## src/shared/spc_defines.svh

```systemverilog
// Register offsets, field positions and reset values of the stepper coil block.
`ifndef SPC_DEFINES_SVH
`define SPC_DEFINES_SVH
`define SPC_OFS_MCA       8'h00
`define SPC_OFS_MCB       8'h04
`define SPC_OFS_PER       8'h08
`define SPC_OFS_IOS       8'h0C
`define SPC_OFS_EDGE      8'h10
`define SPC_OFS_TCNT      8'h14
`define SPC_OFS_TSCA      8'h18
`define SPC_OFS_TPR       8'h1C
`define SPC_OFS_FLAG      8'h20
`define SPC_OFS_IE        8'h24
`define SPC_OFS_DDR       8'h28
`define SPC_OFS_DAT       8'h2C
`define SPC_OFS_PE        8'h30
`define SPC_OFS_PS        8'h34
`define SPC_OFS_PIN       8'h38
`define SPC_RGN_CTL       3'h2
`define SPC_RGN_DUTY      3'h3
`define SPC_RGN_CAP       3'h4
`define SPC_MCA_PRE_LSB   0
`define SPC_MCA_FAST_BIT  2
`define SPC_MCA_OVF_BIT   7
`define SPC_MCB_POL_BIT   0
`define SPC_CTL_MODE_LSB  0
`define SPC_CTL_ALIGN_LSB 4
`define SPC_DUTY_SIDE_BIT 15
`define SPC_TEN_BIT       7
`define SPC_RST_WORD      32'h0000_0000
`define SPC_RESP_OKAY     2'h0
`define SPC_RESP_SLVERR   2'h2
`endif

```

## src/shared/spc_pkg.sv

```systemverilog
// Types shared by the stepper coil block.
package spc_pkg;
  typedef enum logic [1:0] {
    SPC_HALF_M = 2'b00,
    SPC_HALF_P = 2'b01,
    SPC_FULL   = 2'b10,
    SPC_DUAL   = 2'b11
  } spc_mode_type;
  typedef enum logic [1:0] {
    SPC_OFF    = 2'b00,
    SPC_LEFT   = 2'b01,
    SPC_RIGHT  = 2'b10,
    SPC_CENTER = 2'b11
  } spc_align_type;
endpackage

```

## src/shared/spc_chan_if.sv

```systemverilog
// Interface between the register core and one coil channel.
`timescale 1ns/1ns
`default_nettype none
interface spc_chan_if #(parameter int DW = 11);
  logic                  clk;
  logic                  rst_n;
  spc_pkg::spc_mode_type  mode;
  spc_pkg::spc_align_type align;
  logic                  side;
  logic                  pol;
  logic                  boundary;
  logic [DW-1:0]         duty;
  logic [DW-1:0]         period;
  logic [DW-1:0]         count;
  logic                  enabled;
  logic                  drv_m;
  logic                  drv_p;
  logic                  oe_m;
  logic                  oe_p;
  modport ctl (output clk, rst_n, mode, align, side, pol, boundary, duty, period, count,
               input enabled, drv_m, drv_p, oe_m, oe_p);
  modport chan (input clk, rst_n, mode, align, side, pol, boundary, duty, period, count,
                output enabled, drv_m, drv_p, oe_m, oe_p);
endinterface
`default_nettype wire

```

## src/rtl/spc_top.sv

```systemverilog
// Stepper coil PWM, flyback capture timer and port logic behind AXI4-Lite registers.
//
// The implementer's own choices: the AXI4-Lite slave port and the placing of the registers.
`timescale 1ns/1ns
`default_nettype none
`include "spc_defines.svh"
module spc_top #(
  parameter int NCH = 2,
  parameter int DW  = 11
) (
  input  wire logic             aclk,
  input  wire logic             aresetn,
  input  wire logic [7:0]       s_axi_awaddr,
  input  wire logic             s_axi_awvalid,
  output logic                  s_axi_awready,
  input  wire logic [31:0]      s_axi_wdata,
  input  wire logic [3:0]       s_axi_wstrb,
  input  wire logic             s_axi_wvalid,
  output logic                  s_axi_wready,
  output logic [1:0]            s_axi_bresp,
  output logic                  s_axi_bvalid,
  input  wire logic             s_axi_bready,
  input  wire logic [7:0]       s_axi_araddr,
  input  wire logic             s_axi_arvalid,
  output logic                  s_axi_arready,
  output logic [31:0]           s_axi_rdata,
  output logic [1:0]            s_axi_rresp,
  output logic                  s_axi_rvalid,
  input  wire logic             s_axi_rready,
  input  wire logic [2*NCH-1:0] pin_in,
  output logic [2*NCH-1:0]      pin_out,
  output logic [2*NCH-1:0]      pin_oe,
  output logic [2*NCH-1:0]      pin_pull_en,
  output logic [2*NCH-1:0]      pin_pull_up,
  output logic                  capture_irq
);
  import spc_pkg::*;
  localparam int NP = 2 * NCH;

  //----------------------------------------------------------------------------
  // Registers and state
  //----------------------------------------------------------------------------
  logic [1:0]    pre_reg;
  logic          fast_reg;
  logic          ovf_reg;
  logic          pol_reg;
  logic [DW-1:0] per_reg;
  logic [3:0]    ctl_reg [NCH];
  logic [DW-1:0] duty_reg [NCH];
  logic [15:0]   cap_reg [NCH];
  logic [NCH-1:0] side_reg, ios_reg, flag_reg, ie_reg, prev_reg;
  logic [NP-1:0] edge_reg, ddr_reg, dat_reg, pe_reg, ps_reg;
  logic          ten_reg;
  logic [2:0]    tpr_reg;
  logic [15:0]   tcnt_reg;
  logic [6:0]    tdiv_reg;
  logic [2:0]    mdiv_reg;
  logic [DW-1:0] mcnt_reg;
  logic          aw_got_reg, w_got_reg;
  logic [7:0]    aw_addr_reg;
  logic [31:0]   w_data_reg;
  logic [3:0]    w_strb_reg;
  logic          bvalid_next, rvalid_next, aw_got_next, w_got_next;

  //----------------------------------------------------------------------------
  // AXI4-Lite handshakes
  //----------------------------------------------------------------------------
  logic        aw_take, w_take, ar_take, do_wr, wr_hit;
  logic [7:0]  wr_addr;
  logic [31:0] wr_data, wr_mask, wm, wv, wr_old;
  logic [3:0]  wr_strb;
  logic [32:0] rd_res, wr_res;

  // Address and data may arrive in either order; the write fires once both are held.
  assign aw_take     = s_axi_awvalid & s_axi_awready;
  assign w_take      = s_axi_wvalid & s_axi_wready;
  assign ar_take     = s_axi_arvalid & s_axi_arready;
  assign do_wr       = (aw_got_reg | aw_take) & (w_got_reg | w_take) & ~s_axi_bvalid;
  assign wr_addr     = aw_got_reg ? aw_addr_reg : s_axi_awaddr;
  assign wr_data     = w_got_reg ? w_data_reg : s_axi_wdata;
  assign wr_strb     = w_got_reg ? w_strb_reg : s_axi_wstrb;
  assign aw_got_next = (aw_got_reg | aw_take) & ~do_wr;
  assign w_got_next  = (w_got_reg | w_take) & ~do_wr;
  assign bvalid_next = do_wr | (s_axi_bvalid & ~s_axi_bready);
  assign rvalid_next = ar_take | (s_axi_rvalid & ~s_axi_rready);
  assign wr_mask     = {{8{wr_strb[3]}}, {8{wr_strb[2]}}, {8{wr_strb[1]}}, {8{wr_strb[0]}}};
  assign wm          = wr_data & wr_mask;
  assign wv          = (wr_old & ~wr_mask) | wm;
  assign wr_old      = wr_res[31:0];
  assign wr_hit      = wr_res[32];

  // Channel state and handshake outputs.
  always_ff @(posedge aclk) begin
    if (!aresetn) begin
      aw_got_reg    <= 1'b0;
      w_got_reg     <= 1'b0;
      s_axi_awready <= 1'b0;
      s_axi_wready  <= 1'b0;
      s_axi_bvalid  <= 1'b0;
      s_axi_arready <= 1'b0;
      s_axi_rvalid  <= 1'b0;
    end else begin
      aw_got_reg    <= aw_got_next;
      w_got_reg     <= w_got_next;
      s_axi_awready <= ~aw_got_next & ~bvalid_next;
      s_axi_wready  <= ~w_got_next & ~bvalid_next;
      s_axi_bvalid  <= bvalid_next;
      s_axi_arready <= ~rvalid_next;
      s_axi_rvalid  <= rvalid_next;
    end
  end

  // Held request payloads and the answers.
  always_ff @(posedge aclk) begin
    if (!aresetn) begin
      aw_addr_reg <= 8'h00;
      w_data_reg  <= `SPC_RST_WORD;
      w_strb_reg  <= 4'h0;
      s_axi_bresp <= `SPC_RESP_OKAY;
      s_axi_rresp <= `SPC_RESP_OKAY;
      s_axi_rdata <= `SPC_RST_WORD;
    end else begin
      if (aw_take) aw_addr_reg <= s_axi_awaddr;
      if (w_take) w_data_reg <= s_axi_wdata;
      if (w_take) w_strb_reg <= s_axi_wstrb;
      if (do_wr) s_axi_bresp <= wr_hit ? `SPC_RESP_OKAY : `SPC_RESP_SLVERR;
      if (ar_take) s_axi_rresp <= rd_res[32] ? `SPC_RESP_OKAY : `SPC_RESP_SLVERR;
      if (ar_take) s_axi_rdata <= rd_res[31:0];
    end
  end

  //----------------------------------------------------------------------------
  // Register map
  //----------------------------------------------------------------------------
  // Returns the hit flag and the read value of one address.
  function automatic logic [32:0] rd_mux(input logic [7:0] a);
    logic [32:0] r;
    logic        ix_ok;
    int          ix;
    r     = {1'b1, `SPC_RST_WORD};
    ix    = int'(a[4:2]);
    ix_ok = ix < NCH;
    case (a)
      `SPC_OFS_MCA:  r[7:0] = {ovf_reg, 4'h0, fast_reg, pre_reg};
      `SPC_OFS_MCB:  r[0] = pol_reg;
      `SPC_OFS_PER:  r[DW-1:0] = per_reg;
      `SPC_OFS_IOS:  r[NCH-1:0] = ios_reg;
      `SPC_OFS_EDGE: r[NP-1:0] = edge_reg;
      `SPC_OFS_TCNT: r[15:0] = tcnt_reg;
      `SPC_OFS_TSCA: r[`SPC_TEN_BIT] = ten_reg;
      `SPC_OFS_TPR:  r[2:0] = tpr_reg;
      `SPC_OFS_FLAG: r[NCH-1:0] = flag_reg;
      `SPC_OFS_IE:   r[NCH-1:0] = ie_reg;
      `SPC_OFS_DDR:  r[NP-1:0] = ddr_reg;
      `SPC_OFS_DAT:  r[NP-1:0] = dat_reg;
      `SPC_OFS_PE:   r[NP-1:0] = pe_reg;
      `SPC_OFS_PS:   r[NP-1:0] = ps_reg;
      `SPC_OFS_PIN:  r[NP-1:0] = pin_in;
      default: begin
        r[32] = ix_ok && (a[1:0] == 2'b00);
        if (r[32] && a[7:5] == `SPC_RGN_CTL) r[7:0] = {2'b00, ctl_reg[ix][3:2], 2'b00, ctl_reg[ix][1:0]};
        else if (r[32] && a[7:5] == `SPC_RGN_DUTY) r[15:0] = 16'({side_reg[ix], 15'(duty_reg[ix])});
        else if (r[32] && a[7:5] == `SPC_RGN_CAP) r[15:0] = cap_reg[ix];
        else r[32] = 1'b0;
      end
    endcase
    return r;
  endfunction

  // Read and write lookups share the same map.
  always_comb rd_res = rd_mux(s_axi_araddr);
  always_comb wr_res = rd_mux(wr_addr);

  // Write strobes per register.
  logic we_mca, we_mcb, we_per, we_ios, we_edge, we_tsca, we_tpr, we_flag, we_ie;
  logic we_ddr, we_dat, we_pe, we_ps;
  assign we_mca  = do_wr & (wr_addr == `SPC_OFS_MCA);
  assign we_mcb  = do_wr & (wr_addr == `SPC_OFS_MCB);
  assign we_per  = do_wr & (wr_addr == `SPC_OFS_PER);
  assign we_ios  = do_wr & (wr_addr == `SPC_OFS_IOS);
  assign we_edge = do_wr & (wr_addr == `SPC_OFS_EDGE);
  assign we_tsca = do_wr & (wr_addr == `SPC_OFS_TSCA);
  assign we_tpr  = do_wr & (wr_addr == `SPC_OFS_TPR);
  assign we_flag = do_wr & (wr_addr == `SPC_OFS_FLAG);
  assign we_ie   = do_wr & (wr_addr == `SPC_OFS_IE);
  assign we_ddr  = do_wr & (wr_addr == `SPC_OFS_DDR);
  assign we_dat  = do_wr & (wr_addr == `SPC_OFS_DAT);
  assign we_pe   = do_wr & (wr_addr == `SPC_OFS_PE);
  assign we_ps   = do_wr & (wr_addr == `SPC_OFS_PS);

  // Plain configuration registers.
  always_ff @(posedge aclk) begin
    if (!aresetn) begin
      {pre_reg, fast_reg, pol_reg, per_reg, ios_reg, edge_reg} <= '0;
      {ten_reg, tpr_reg, ie_reg, ddr_reg, dat_reg, pe_reg, ps_reg} <= '0;
    end else begin
      if (we_mca) pre_reg <= wv[`SPC_MCA_PRE_LSB +: 2];
      if (we_mca) fast_reg <= wv[`SPC_MCA_FAST_BIT];
      if (we_mcb) pol_reg <= wv[`SPC_MCB_POL_BIT];
      if (we_per) per_reg <= wv[DW-1:0];
      if (we_ios) ios_reg <= wv[NCH-1:0];
      if (we_edge) edge_reg <= wv[NP-1:0];
      if (we_tsca) ten_reg <= wv[`SPC_TEN_BIT];
      if (we_tpr) tpr_reg <= wv[2:0];
      if (we_ie) ie_reg <= wv[NCH-1:0];
      if (we_ddr) ddr_reg <= wv[NP-1:0];
      if (we_dat) dat_reg <= wv[NP-1:0];
      if (we_pe) pe_reg <= wv[NP-1:0];
      if (we_ps) ps_reg <= wv[NP-1:0];
    end
  end

  //----------------------------------------------------------------------------
  // Motor counter
  //----------------------------------------------------------------------------
  logic [2:0] mmask;
  logic       mtick, mwrap, mbnd;
  assign mmask = 3'((4'h1 << pre_reg) - 4'h1);
  assign mtick = (mdiv_reg & mmask) == mmask;
  assign mwrap = ({1'b0, mcnt_reg} + {{DW{1'b0}}, 1'b1}) >= {1'b0, per_reg};
  assign mbnd  = mtick & mwrap;

  // Divider, period counter and overflow flag; a new overflow wins over a clear.
  always_ff @(posedge aclk) begin
    if (!aresetn) begin
      mdiv_reg <= 3'h0;
      mcnt_reg <= '0;
      ovf_reg  <= 1'b0;
    end else begin
      mdiv_reg <= mdiv_reg + 3'h1;
      if (mtick) mcnt_reg <= mwrap ? '0 : mcnt_reg + 1'b1;
      ovf_reg <= mbnd | (ovf_reg & ~(we_mca & wm[`SPC_MCA_OVF_BIT]));
    end
  end

  //----------------------------------------------------------------------------
  // Timer counter
  //----------------------------------------------------------------------------
  logic [6:0] tmask;
  logic       ttick;
  assign tmask = 7'((8'h01 << tpr_reg) - 8'h01);
  assign ttick = ten_reg & ((tdiv_reg & tmask) == tmask);

  // Prescaler and free-running count, stopped while the run bit is clear.
  always_ff @(posedge aclk) begin
    if (!aresetn) begin
      tdiv_reg <= 7'h00;
      tcnt_reg <= 16'h0000;
    end else begin
      if (ten_reg) tdiv_reg <= tdiv_reg + 7'h01;
      if (ttick) tcnt_reg <= tcnt_reg + 16'h0001;
    end
  end

  //----------------------------------------------------------------------------
  // Channels, capture and pin ownership
  //----------------------------------------------------------------------------
  logic [NCH-1:0] cap_hit, cap_own, cin;
  logic [NP-1:0]  mot_oe, mot_out, tmr_own, oe_next;

  for (genvar i = 0; i < NCH; i++) begin : g_ch
    spc_chan_if #(.DW(DW)) ci();
    logic [3:0] ctl_wv;
    logic       we_ctl, we_duty, we_cap;
    assign ctl_wv     = {wv[`SPC_CTL_ALIGN_LSB +: 2], wv[`SPC_CTL_MODE_LSB +: 2]};
    assign we_ctl     = do_wr & (wr_addr == 8'({`SPC_RGN_CTL, 3'(i), 2'b00}));
    assign we_duty    = do_wr & (wr_addr == 8'({`SPC_RGN_DUTY, 3'(i), 2'b00}));
    assign we_cap     = do_wr & (wr_addr == 8'({`SPC_RGN_CAP, 3'(i), 2'b00}));
    assign ci.clk     = aclk;
    assign ci.rst_n   = aresetn;
    assign ci.mode    = spc_mode_type'(ctl_reg[i][1:0]);
    assign ci.align   = spc_align_type'(ctl_reg[i][3:2]);
    assign ci.side    = side_reg[i];
    assign ci.pol     = pol_reg;
    assign ci.boundary = mbnd;
    assign ci.period  = per_reg;
    assign ci.count   = mcnt_reg;
    assign ci.duty    = fast_reg ? DW'(duty_reg[i][8:2]) : duty_reg[i];
    spc_chan #(.DW(DW)) u_chan (.ch(ci.chan));

    // Motor pins, then the capture input on the minus pin.
    assign mot_oe[2*i]    = ci.oe_m;
    assign mot_oe[2*i+1]  = ci.oe_p;
    assign mot_out[2*i]   = ci.drv_m;
    assign mot_out[2*i+1] = ci.drv_p;
    assign cin[i]         = pin_in[2*i];
    assign cap_own[i]     = ten_reg & ~ios_reg[i] & (|edge_reg[2*i +: 2]);
    assign tmr_own[2*i]   = cap_own[i];
    assign tmr_own[2*i+1] = 1'b0;
    assign cap_hit[i]     = cap_own[i] & ((edge_reg[2*i] & cin[i] & ~prev_reg[i]) |
                            (edge_reg[2*i+1] & ~cin[i] & prev_reg[i]));

    // Per-channel control, duty and capture latch.
    always_ff @(posedge aclk) begin
      if (!aresetn) begin
        ctl_reg[i]  <= 4'h0;
        duty_reg[i] <= '0;
        side_reg[i] <= 1'b0;
        cap_reg[i]  <= 16'h0000;
      end else begin
        if (we_ctl) ctl_reg[i] <= ctl_wv;
        if (we_duty) duty_reg[i] <= wv[DW-1:0];
        if (we_duty) side_reg[i] <= wv[`SPC_DUTY_SIDE_BIT];
        if (cap_hit[i]) cap_reg[i] <= tcnt_reg;
        else if (we_cap) cap_reg[i] <= wv[15:0];
      end
    end
  end

  // Motor first, then timer capture, then the port decides each pin.
  assign oe_next = mot_oe | (~mot_oe & ~tmr_own & ddr_reg);

  // Pin, flag and interrupt outputs; a capture wins over a flag clear.
  always_ff @(posedge aclk) begin
    if (!aresetn) begin
      prev_reg    <= '0;
      flag_reg    <= '0;
      capture_irq <= 1'b0;
      pin_out     <= '0;
      pin_oe      <= '0;
      pin_pull_en <= '0;
      pin_pull_up <= '0;
    end else begin
      prev_reg    <= cin;
      flag_reg    <= cap_hit | (flag_reg & ~({NCH{we_flag}} & wm[NCH-1:0]));
      capture_irq <= |(flag_reg & ie_reg);
      pin_out     <= (mot_oe & mot_out) | (~mot_oe & dat_reg);
      pin_oe      <= oe_next;
      pin_pull_en <= pe_reg & ~oe_next;
      pin_pull_up <= ps_reg;
    end
  end
endmodule
`default_nettype wire

```

## src/rtl/spc_chan.sv

```systemverilog
// One coil channel: alignment compare, polarity, output mode and deferred release.
`timescale 1ns/1ns
`default_nettype none
module spc_chan #(
  parameter int DW = 11
) (
  spc_chan_if.chan ch
);
  import spc_pkg::*;

  spc_align_type align_reg;
  logic [DW+1:0] cnt2;
  logic [DW+1:0] dty;
  logic [DW+1:0] per;
  logic          lft;
  logic          rgt;
  logic          ctr;
  logic          act;
  logic          pwm;
  logic          other;
  logic          on_p;

  // Alignment takes effect at once, but a release waits for the period boundary.
  always_ff @(posedge ch.clk) begin
    if (!ch.rst_n) begin
      align_reg <= SPC_OFF;
    end else if (ch.align != SPC_OFF) begin
      align_reg <= ch.align;
    end else if (ch.boundary) begin
      align_reg <= SPC_OFF;
    end
  end

  // Compare windows for the three alignments.
  assign cnt2 = {1'b0, ch.count, 1'b0};
  assign dty  = {2'b00, ch.duty};
  assign per  = {2'b00, ch.period};
  assign lft  = ch.count < ch.duty;
  assign rgt  = ({2'b00, ch.count} + dty) >= per;
  assign ctr  = ((cnt2 + dty) >= per) && (cnt2 < (per + dty));
  assign act  = (align_reg == SPC_LEFT) ? lft :
                (align_reg == SPC_RIGHT) ? rgt :
                (align_reg == SPC_CENTER) ? ctr : 1'b0;

  // Active level follows the polarity bit; the other pin rests at the inactive level, or in dual mode carries the complement.
  assign pwm   = act ? ch.pol : ~ch.pol;
  assign other = (ch.mode == SPC_DUAL) ? ~pwm : ~ch.pol;
  assign on_p  = (ch.mode == SPC_HALF_P) || ((ch.mode[1]) && ch.side);

  // Pin steering per output mode.
  assign ch.enabled = align_reg != SPC_OFF;
  assign ch.oe_m    = ch.enabled && (ch.mode != SPC_HALF_P);
  assign ch.oe_p    = ch.enabled && (ch.mode != SPC_HALF_M);
  assign ch.drv_m   = on_p ? other : pwm;
  assign ch.drv_p   = on_p ? pwm : other;
endmodule
`default_nettype wire

```

## config.mk

```make
export PLATFORM = sky130hd
export DESIGN_NAME = spc_top
export DESIGN_NICKNAME = d
export VERILOG_FILES = /design/src/shared/spc_pkg.sv /design/src/shared/spc_chan_if.sv /design/src/rtl/spc_top.sv /design/src/rtl/spc_chan.sv
export VERILOG_INCLUDE_DIRS = /design/src /design/src/shared
export SDC_FILE = /design/constraint.sdc
export NUM_CORES = 1
export LEC_CHECK = 0
export BUFFER_PORTS_ARGS = -buffer_cell sky130_fd_sc_hd__buf_4
export CAP_MARGIN = 20
export CORE_ASPECT_RATIO = 0.8
export CORE_MARGIN = 2
export CORE_UTILIZATION = 55
export CTS_BUF_LIST = sky130_fd_sc_hd__clkbuf_8
export DETAILED_ROUTE_END_ITERATION = 12
export PLACE_DENSITY_LB_ADDON = 0.25
export SETUP_SLACK_MARGIN = 0.2
export SYNTH_ARGS = -nofsm -noshare
export SYNTH_HDL_FRONTEND = slang
export SYNTH_SLANG_ARGS = --single-unit
```

## constraint.sdc

```tcl
create_clock -name aclk -period 6.53 [get_ports aclk]
set_input_delay 0.3265 -clock aclk [delete_from_list [all_inputs] [get_ports aclk]]
set_output_delay 0.3265 -clock aclk [all_outputs]
set_load 0.02 [all_outputs]
```

# Word-level counts from Yosys, hierarchy flattened
# Memories as Yosys holds them, arrays and structs flattened.
# Cells that the tools add are included.
[op_classes] n_addsub=13 n_lt_le_gt_ge=13 eq_ne=54 shift=2 mux=96 bitwise_logic=102 n_reduce_logical=47
[ops] operator="2-to-1 mux 16 bit" count=9
[ops] operator="== test 8 x 6 -> 1 bit, second input constant" count=14
[ops] operator="== test 8 x 5 -> 1 bit, second input constant" count=8
[ops] operator="2-to-1 mux 11 bit" count=5
[ops] operator="2-to-1 mux 1 bit" count=53
[ops] operator="greater-or-equal comparator 13 x 11 -> 1 bit" count=4
[ops] operator="adder 11 x 11 -> 12 bit" count=4
[ops] operator="AND 1 bit" count=48
[ops] operator="2-to-1 mux 8 bit" count=5
[ops] operator="case mux 3 bit (3 select lines)" count=4
[ops] operator="AND 16 bit" count=2
[ops] operator="== test 8 x 4 -> 1 bit, second input constant" count=4
[ops] operator="== test 8 x 7 -> 1 bit, second input constant" count=4
[ops] operator="case mux 1 bit (15 select lines)" count=2
[ops] operator="OR reduction 15 bit" count=2
[ops] operator="case mux 1 bit (14 select lines)" count=2
[ops] operator="OR reduction 14 bit" count=2
[ops] operator="adder 12 x 11 -> 13 bit" count=2
[ops] operator="< comparator 12 x 13 -> 1 bit" count=2
[ops] operator="OR reduction 13 bit" count=2
[ops] operator="< comparator 11 bit" count=2
[ops] operator="case mux 1 bit (11 select lines)" count=2
[ops] operator="OR reduction 11 bit" count=2
[ops] operator="AND 4 bit" count=5
[ops] operator="45 further kinds" count=138
[word_totals] ff_bits=161 mem_bits_rw=62 in_bits=63 output_inout_bits=58 elab_cells=372 n_memories=3
[memory_table] memory="cap_reg" words=2 word_bits=16 read_ports=2 rd_ports_with_merged_regs=0 wr=2 line_no="spc_top.sv:50" rtl="logic [15:0] cap_reg [NCH];"
[memory_table] memory="duty_reg" words=2 word_bits=11 read_ports=4 rd_ports_with_merged_regs=0 wr=2 line_no="spc_top.sv:49" rtl="logic [DW-1:0] duty_reg [NCH];"
[memory_table] memory="ctl_reg" words=2 word_bits=4 read_ports=4 rd_ports_with_merged_regs=0 wr=2 line_no="spc_top.sv:48" rtl="logic [3:0] ctl_reg [NCH];"

# Depth between registers and ports, before layout
# An unclocked memory read counts as a cell.
[depth] word_depth=14 ltp_mapped=26 ltp_nobuf=23

# By module
# Synthesis repeated with hierarchy kept, for this count alone.
[unflattened] hier_cells=2071 area_unflattened_um2=17310.4
[modules_own_cells] mod="spc_top" n_inst=1 cells_per_inst=1397 area_each_um2=12215.5 seq_area_each_um2=4964.8
[modules_own_cells] mod="spc_chan (g_ch[0].u_chan)" n_inst=1 cells_per_inst=350 area_each_um2=2622.5 seq_area_each_um2=40.0
[modules_own_cells] mod="spc_chan (g_ch[1].u_chan)" n_inst=1 cells_per_inst=324 area_each_um2=2472.4 seq_area_each_um2=40.0

# Worst setup path before layout
# Ideal clock, no wire load.
[synth_timing] path_type="flip-flop to flip-flop" start="register fast_reg" end="register pin_out[0]" setup_ns=0.122 arrival_time_ns=4.586 required_ns=6.408 setup_slack_ns=1.822 stages_incl_launch_ff=23 path_buffers=3 synth_period_minus_slack_ns=4.708 cell_sequence="dfxtp_1 > clkbuf_1 > buf_1 > mux2i_1 > inv_1 > ha_1 > a21o_1 > a21oi_1 > o21bai_1 > a21oi_1 > nor2b_1 > o21a_1 > o31a_1 > o41ai_1 > ha_1 > a211oi_1 > nand2_1 > o21ai_0 > nand4bb_1 > buf_4 > xnor2_1 > o41ai_2 > a221o_1"
[synth_via] elab_chain_cells=13 elab_cells_between_ends=18 classes_between="3 x add/sub; 4 x order compare; 7 x mux; 3 x bitwise; 1 x reduce/logical"
[synth_rtl] item="start: declaration" line_no="spc_top.sv:44" rtl="logic fast_reg;"
[synth_rtl] item="start signal: assignment" line_no="spc_top.sv:198" rtl="if (we_mca) fast_reg <= wv[`SPC_MCA_FAST_BIT];"
[synth_rtl] item="2-to-1 mux 11 bit (*)" line_no="spc_top.sv:278" rtl="assign ci.duty = fast_reg ? DW'(duty_reg[i][8:2]) : duty_reg[i];"
[synth_rtl] item="adder 12 x 11 -> 13 bit or adder 11 x 11 -> 12 bit (tied branches)" line_no="spc_chan.sv:40" rtl="assign ctr = ((cnt2 + dty) >= per) && (cnt2 < (per + dty));"
[synth_rtl] item="greater-or-equal comparator 13 x 11 -> 1 bit or < comparator 12 x 13 -> 1 bit (tied branches)" line_no="spc_chan.sv:40"
[synth_rtl] item="logical AND 1 bit" line_no="spc_chan.sv:40"
[synth_rtl] item="2-to-1 mux 1 bit" line_no="spc_chan.sv:43" rtl="(align_reg == SPC_CENTER) ? ctr : 1'b0;"
[synth_rtl] item="2-to-1 mux 1 bit" line_no="spc_chan.sv:42" rtl="(align_reg == SPC_RIGHT) ? rgt :"
[synth_rtl] item="2-to-1 mux 1 bit (*)" line_no="spc_chan.sv:41" rtl="assign act = (align_reg == SPC_LEFT) ? lft :"
[synth_rtl] item="2-to-1 mux 1 bit (*)" line_no="spc_chan.sv:46" rtl="assign pwm = act ? ch.pol : ~ch.pol;"
[synth_rtl] item="NOT 1 bit" line_no="spc_chan.sv:47" rtl="assign other = (ch.mode == SPC_DUAL) ? ~pwm : ~ch.pol;"
[synth_rtl] item="2-to-1 mux 1 bit" line_no="spc_chan.sv:47"
[synth_rtl] item="2-to-1 mux 1 bit (*)" line_no="spc_chan.sv:54" rtl="assign ch.drv_m = on_p ? other : pwm;"
[synth_rtl] item="AND 4 bit (*)" line_no="spc_top.sv:327" rtl="pin_out <= (mot_oe & mot_out) | (~mot_oe & dat_reg);"
[synth_rtl] item="bitwise OR 4 bit (*)" line_no="spc_top.sv:327"
[synth_rtl] item="end signal: assignment" line_no="spc_top.sv:327"
[synth_rtl] item="end: declaration" line_no="spc_top.sv:31" rtl="output logic [2*NCH-1:0] pin_out,"
# Every way passes the cells marked *; elsewhere a longest branch is shown, timed or not.
# A chain may end at the register's enable or synchronous reset.

# Final worst setup path
# Same ends and word-level chain as after synthesis.

==> summary.md <==
| Metric | Value |
|---|---|
| Endpoints failing setup | `0` |
| Rows | `56` |
| Met3 Routed Length | `6290 um` |
| Post-Syn Area | `16,500 um^2` |
| Setup Buffers After CTS | `0` |
| Number of standard cells after synthesis | `1,961` |
| Root buffer cell | `clkbuf_8` |
| Vias in the first global route | `14,630` |
| Antenna violations before repair | `0` |
| Wirelength per Cell | `22.2 um` |
| Fin cells | `2,426` |
| Vias/cell | `6.35` |
| Number of buffers created by CTS | `38` |
| Drt pass-1 iters | `7` |
| RSZ-0062 raised after global routing | `no` |
| First-pass GRT wire length | `83,200 um` |
| Fraction of layout cells with a size suffix above 1 | `0.102` |
| Wire length on met1 | `23,500 um` |
| Yosys warning total | `0` |
| DR DRC count | `0` |
| HPWL after DPL | `39,700 um` |
| Worst endpoint required time | `7.01 ns` |
| 1st-iter DRT viols | `1,659` |
| Routed Antenna Nets | `0` |
| Die area | `31,400 um^2` |
| Power density cells | `181 nW/um^2` |
| Syn_area_per_cell | `8.42 um^2` |
| Initial Util | `0.561` |
| WL met2 | `22,600 um` |
| Yosys reg bits | `221` |
| TNS Setup | `0 ns` |
| Overall Global Routing Usage | `0.340` |
| Crit start category | `flip-flop` |
| Hold Buf Count CTS | `0` |
| Min-Delay Path Class | `in -> reg` |
| Peak supply drop | `0.138 mV` |
| DR top layer | `met4` |
| Fin Clk Skew | `0.0634 ns` |
| Asr flop ratio synth | `0` |
| # clock sinks | `221` |
| Setup crit end kind | `flip-flop` |
| # diodes | `0` |
| Critical Setup Path Class | `reg -> reg` |
| Max Cap Viol | `0` |
| Vias | `15,400` |
| Die height | `159 um` |
| Tmin final | `5.74 ns` |
| Place WS | `0.982 ns` |
| Yosys cell types | `95` |
| Core region area | `29,400 um^2` |
| Post_cts resized | `0` |
| Largest net degree at the start of global routing | `60` |
| Ys flop type | `dfxtp_1` |
| Placed Instances | `2,356` |
| Final WS setup | `0.786 ns` |
| Worst skew pair latency | `0.61 ns` |
| Fin crit share | `0.880` |
| Flop2flop setup slack | `0.79 ns` |
| Status | `complete, no violations` |
| Nets@finish | `2,257` |
| Number of synthesized flops with an enable pin | `62` |
| RR Startpoint | `fast_reg$_SDFFE_PN0P_` |
| CTS tree | `built` |
| Buffers on Ports | `84` |
| Worst path arrival time | `6.22 ns` |
| Relative slew slack | `0.284` |
| Clock-pin slew of the registers on the worst-case setup and hold paths | `0.07 ns` |
| Routability congestion estimate | `0.960` |
| Fmax | `174 MHz` |
| Final Max Tran Viols | `0` |
| Pin slew with the least headroom to its limit | `1.07 ns` |
| Max reg flops | `32` |
| Clock Path Buffers | `3` |
| Pleak | `7.35 nW` |
| Critical Path Source | `fast_reg$_SDFFE_PN0P_` |
| Die X | `198 um` |
| # IOs | `121` |
| Hold Fails Final Rpt | `0` |
| Grt ovf | `0` |
| Max Fanout on Critical Path | `10` |
| Area grow syn2layout | `9.66%` |
| Final wirelength | `53,800 um` |
| Worst hold start | `s_axi_wdata[4]` |
| Seq/Total Area, Yosys | `0.306` |
| Htree depth | `2` |
## routing by layer
layer / up-vias / global-route usage
met1: 7298 / 0.483
met4: 0 / 0.0984
met3: 106 / 0.105
met2: 782 / 0.494
met5: - / 0
li1: 7214 / -
## cell type report
cell class	count	area [um^2]
Multi-Input combinational cell	1554	10600
Tap cell	377	472
Sequential cell	221	5040
Clock buffer	50	688
Timing Repair Buffer	108	808
Fill cell	2606	11300
Clock inverter	19	110
Inverter	97	364
## logic make-up (layout without fill, tap and decap cells)
logic type               Yosys count  count (layout)  share of synthesized area
AND/OR/NAND/NOR                  612             612                      0.173
adder cells (fa/ha/maj)          174             174                      0.135
flip-flops                       221             221                      0.306
multiplexers                     107             107                     0.0699
buffers and inverters            203             274                     0.0553
AO/OA/AOI/OAI                    569             569                      0.222
other                              1              18                   0.000227
XOR/XNOR                          74              74                     0.0393
## cells in the mapped netlist, drive strengths merged, types with 7 or more instances
master	number	area, um^2
xnor2	44	385
a211oi	31	245
and3	14	87.6
a21o	16	120
xor2	30	263
o22ai	13	81.3
mux2	7	86.3
nor2	195	742
or3	16	105
o21bai	22	165
ha	168	2100
nand2	197	739
o21ai	166	831
o21a	14	105
nor3	40	226
mux2i	96	977
and2	20	125
clkbuf	57	214
nand4	19	119
a31oi	20	174
a22oi	15	113
o211ai	10	80.1
a21oi	174	897
nor2b	19	119
edfxtp	62	1860
nand2b	28	175
nor3b	8	75.1
a221oi	12	118
inv	96	360
nand3	32	160
dfxtp	159	3180
o221ai	17	155
buf	49	334
## final timing paths
check                                              endpoint  cells past startpoint
worst max-delay path                  pin_out[0]$_SDFF_PN0_                     19
worst min-delay path             w_data_reg[4]$_SDFFE_PN0P_                      3
worst max register to register        pin_out[0]$_SDFF_PN0_                     19
worst min register to register  w_data_reg[12]$_SDFFE_PN0P_                      2
## where the power goes
| part | leakage, nW | internal [mW] | total (mW) | switching (mW) |
|---|---|---|---|---|
| sequential | 1.93 | 1.45 | 1.48 | 0.0316 |
| combinational | 4.96 | 0.160 | 0.460 | 0.299 |
| clock | 0.456 | 0.726 | 1.35 | 0.619 |
## cells in the final DEF, fill, tap and decap left out, types with 20 or more instances in the layout
cell and count:
a211oi_1 30, a21oi_1 169, and2_1 20, buf_4 107
clkbuf_8 50, dfxtp_1 159, edfxtp_1 62, ha_1 168
inv_1 108, mux2i_1 94, nand2_1 197, nand2b_1 28
nand3_1 32, nor2_1 193, nor3_1 36, o21ai_0 156
o21bai_1 22, xnor2_1 44, xor2_1 30
## through the flow
step	util	power [mW]	area (um^2)	hold slack, ns
2_1_floorplan	-	1.81	16600	0.427
3_3_place_gp	0.587	1.94	17300	0.438
3_5_place_dp	0.588	1.95	17300	0.449
4_1_cts	0.615	3.28	18100	0.00254
5_1_grt	0.615	3.39	18100	0.0160
6_report	0.615	3.28	18100	0.0285
## worst max-delay path, stage by stage (launching register included)
cell	delay (ns)
dfxtp_1	0.68
mux2i_1	0.46
inv_1	0.19
ha_1	0.31
a21o_1	0.16
a21oi_1	0.21
o21bai_1	0.14
a21oi_1	0.30
nor2b_1	0.08
o21a_1	0.20
o31a_1	0.29
o41ai_1	0.34
ha_1	0.34
a211oi_1	0.24
nand2_1	0.08
o21ai_0	0.20
nand4bb_1	0.53
xnor2_1	0.41
o41ai_2	0.10
a221o_1	0.35
Power figures use the tool's default switching activity.
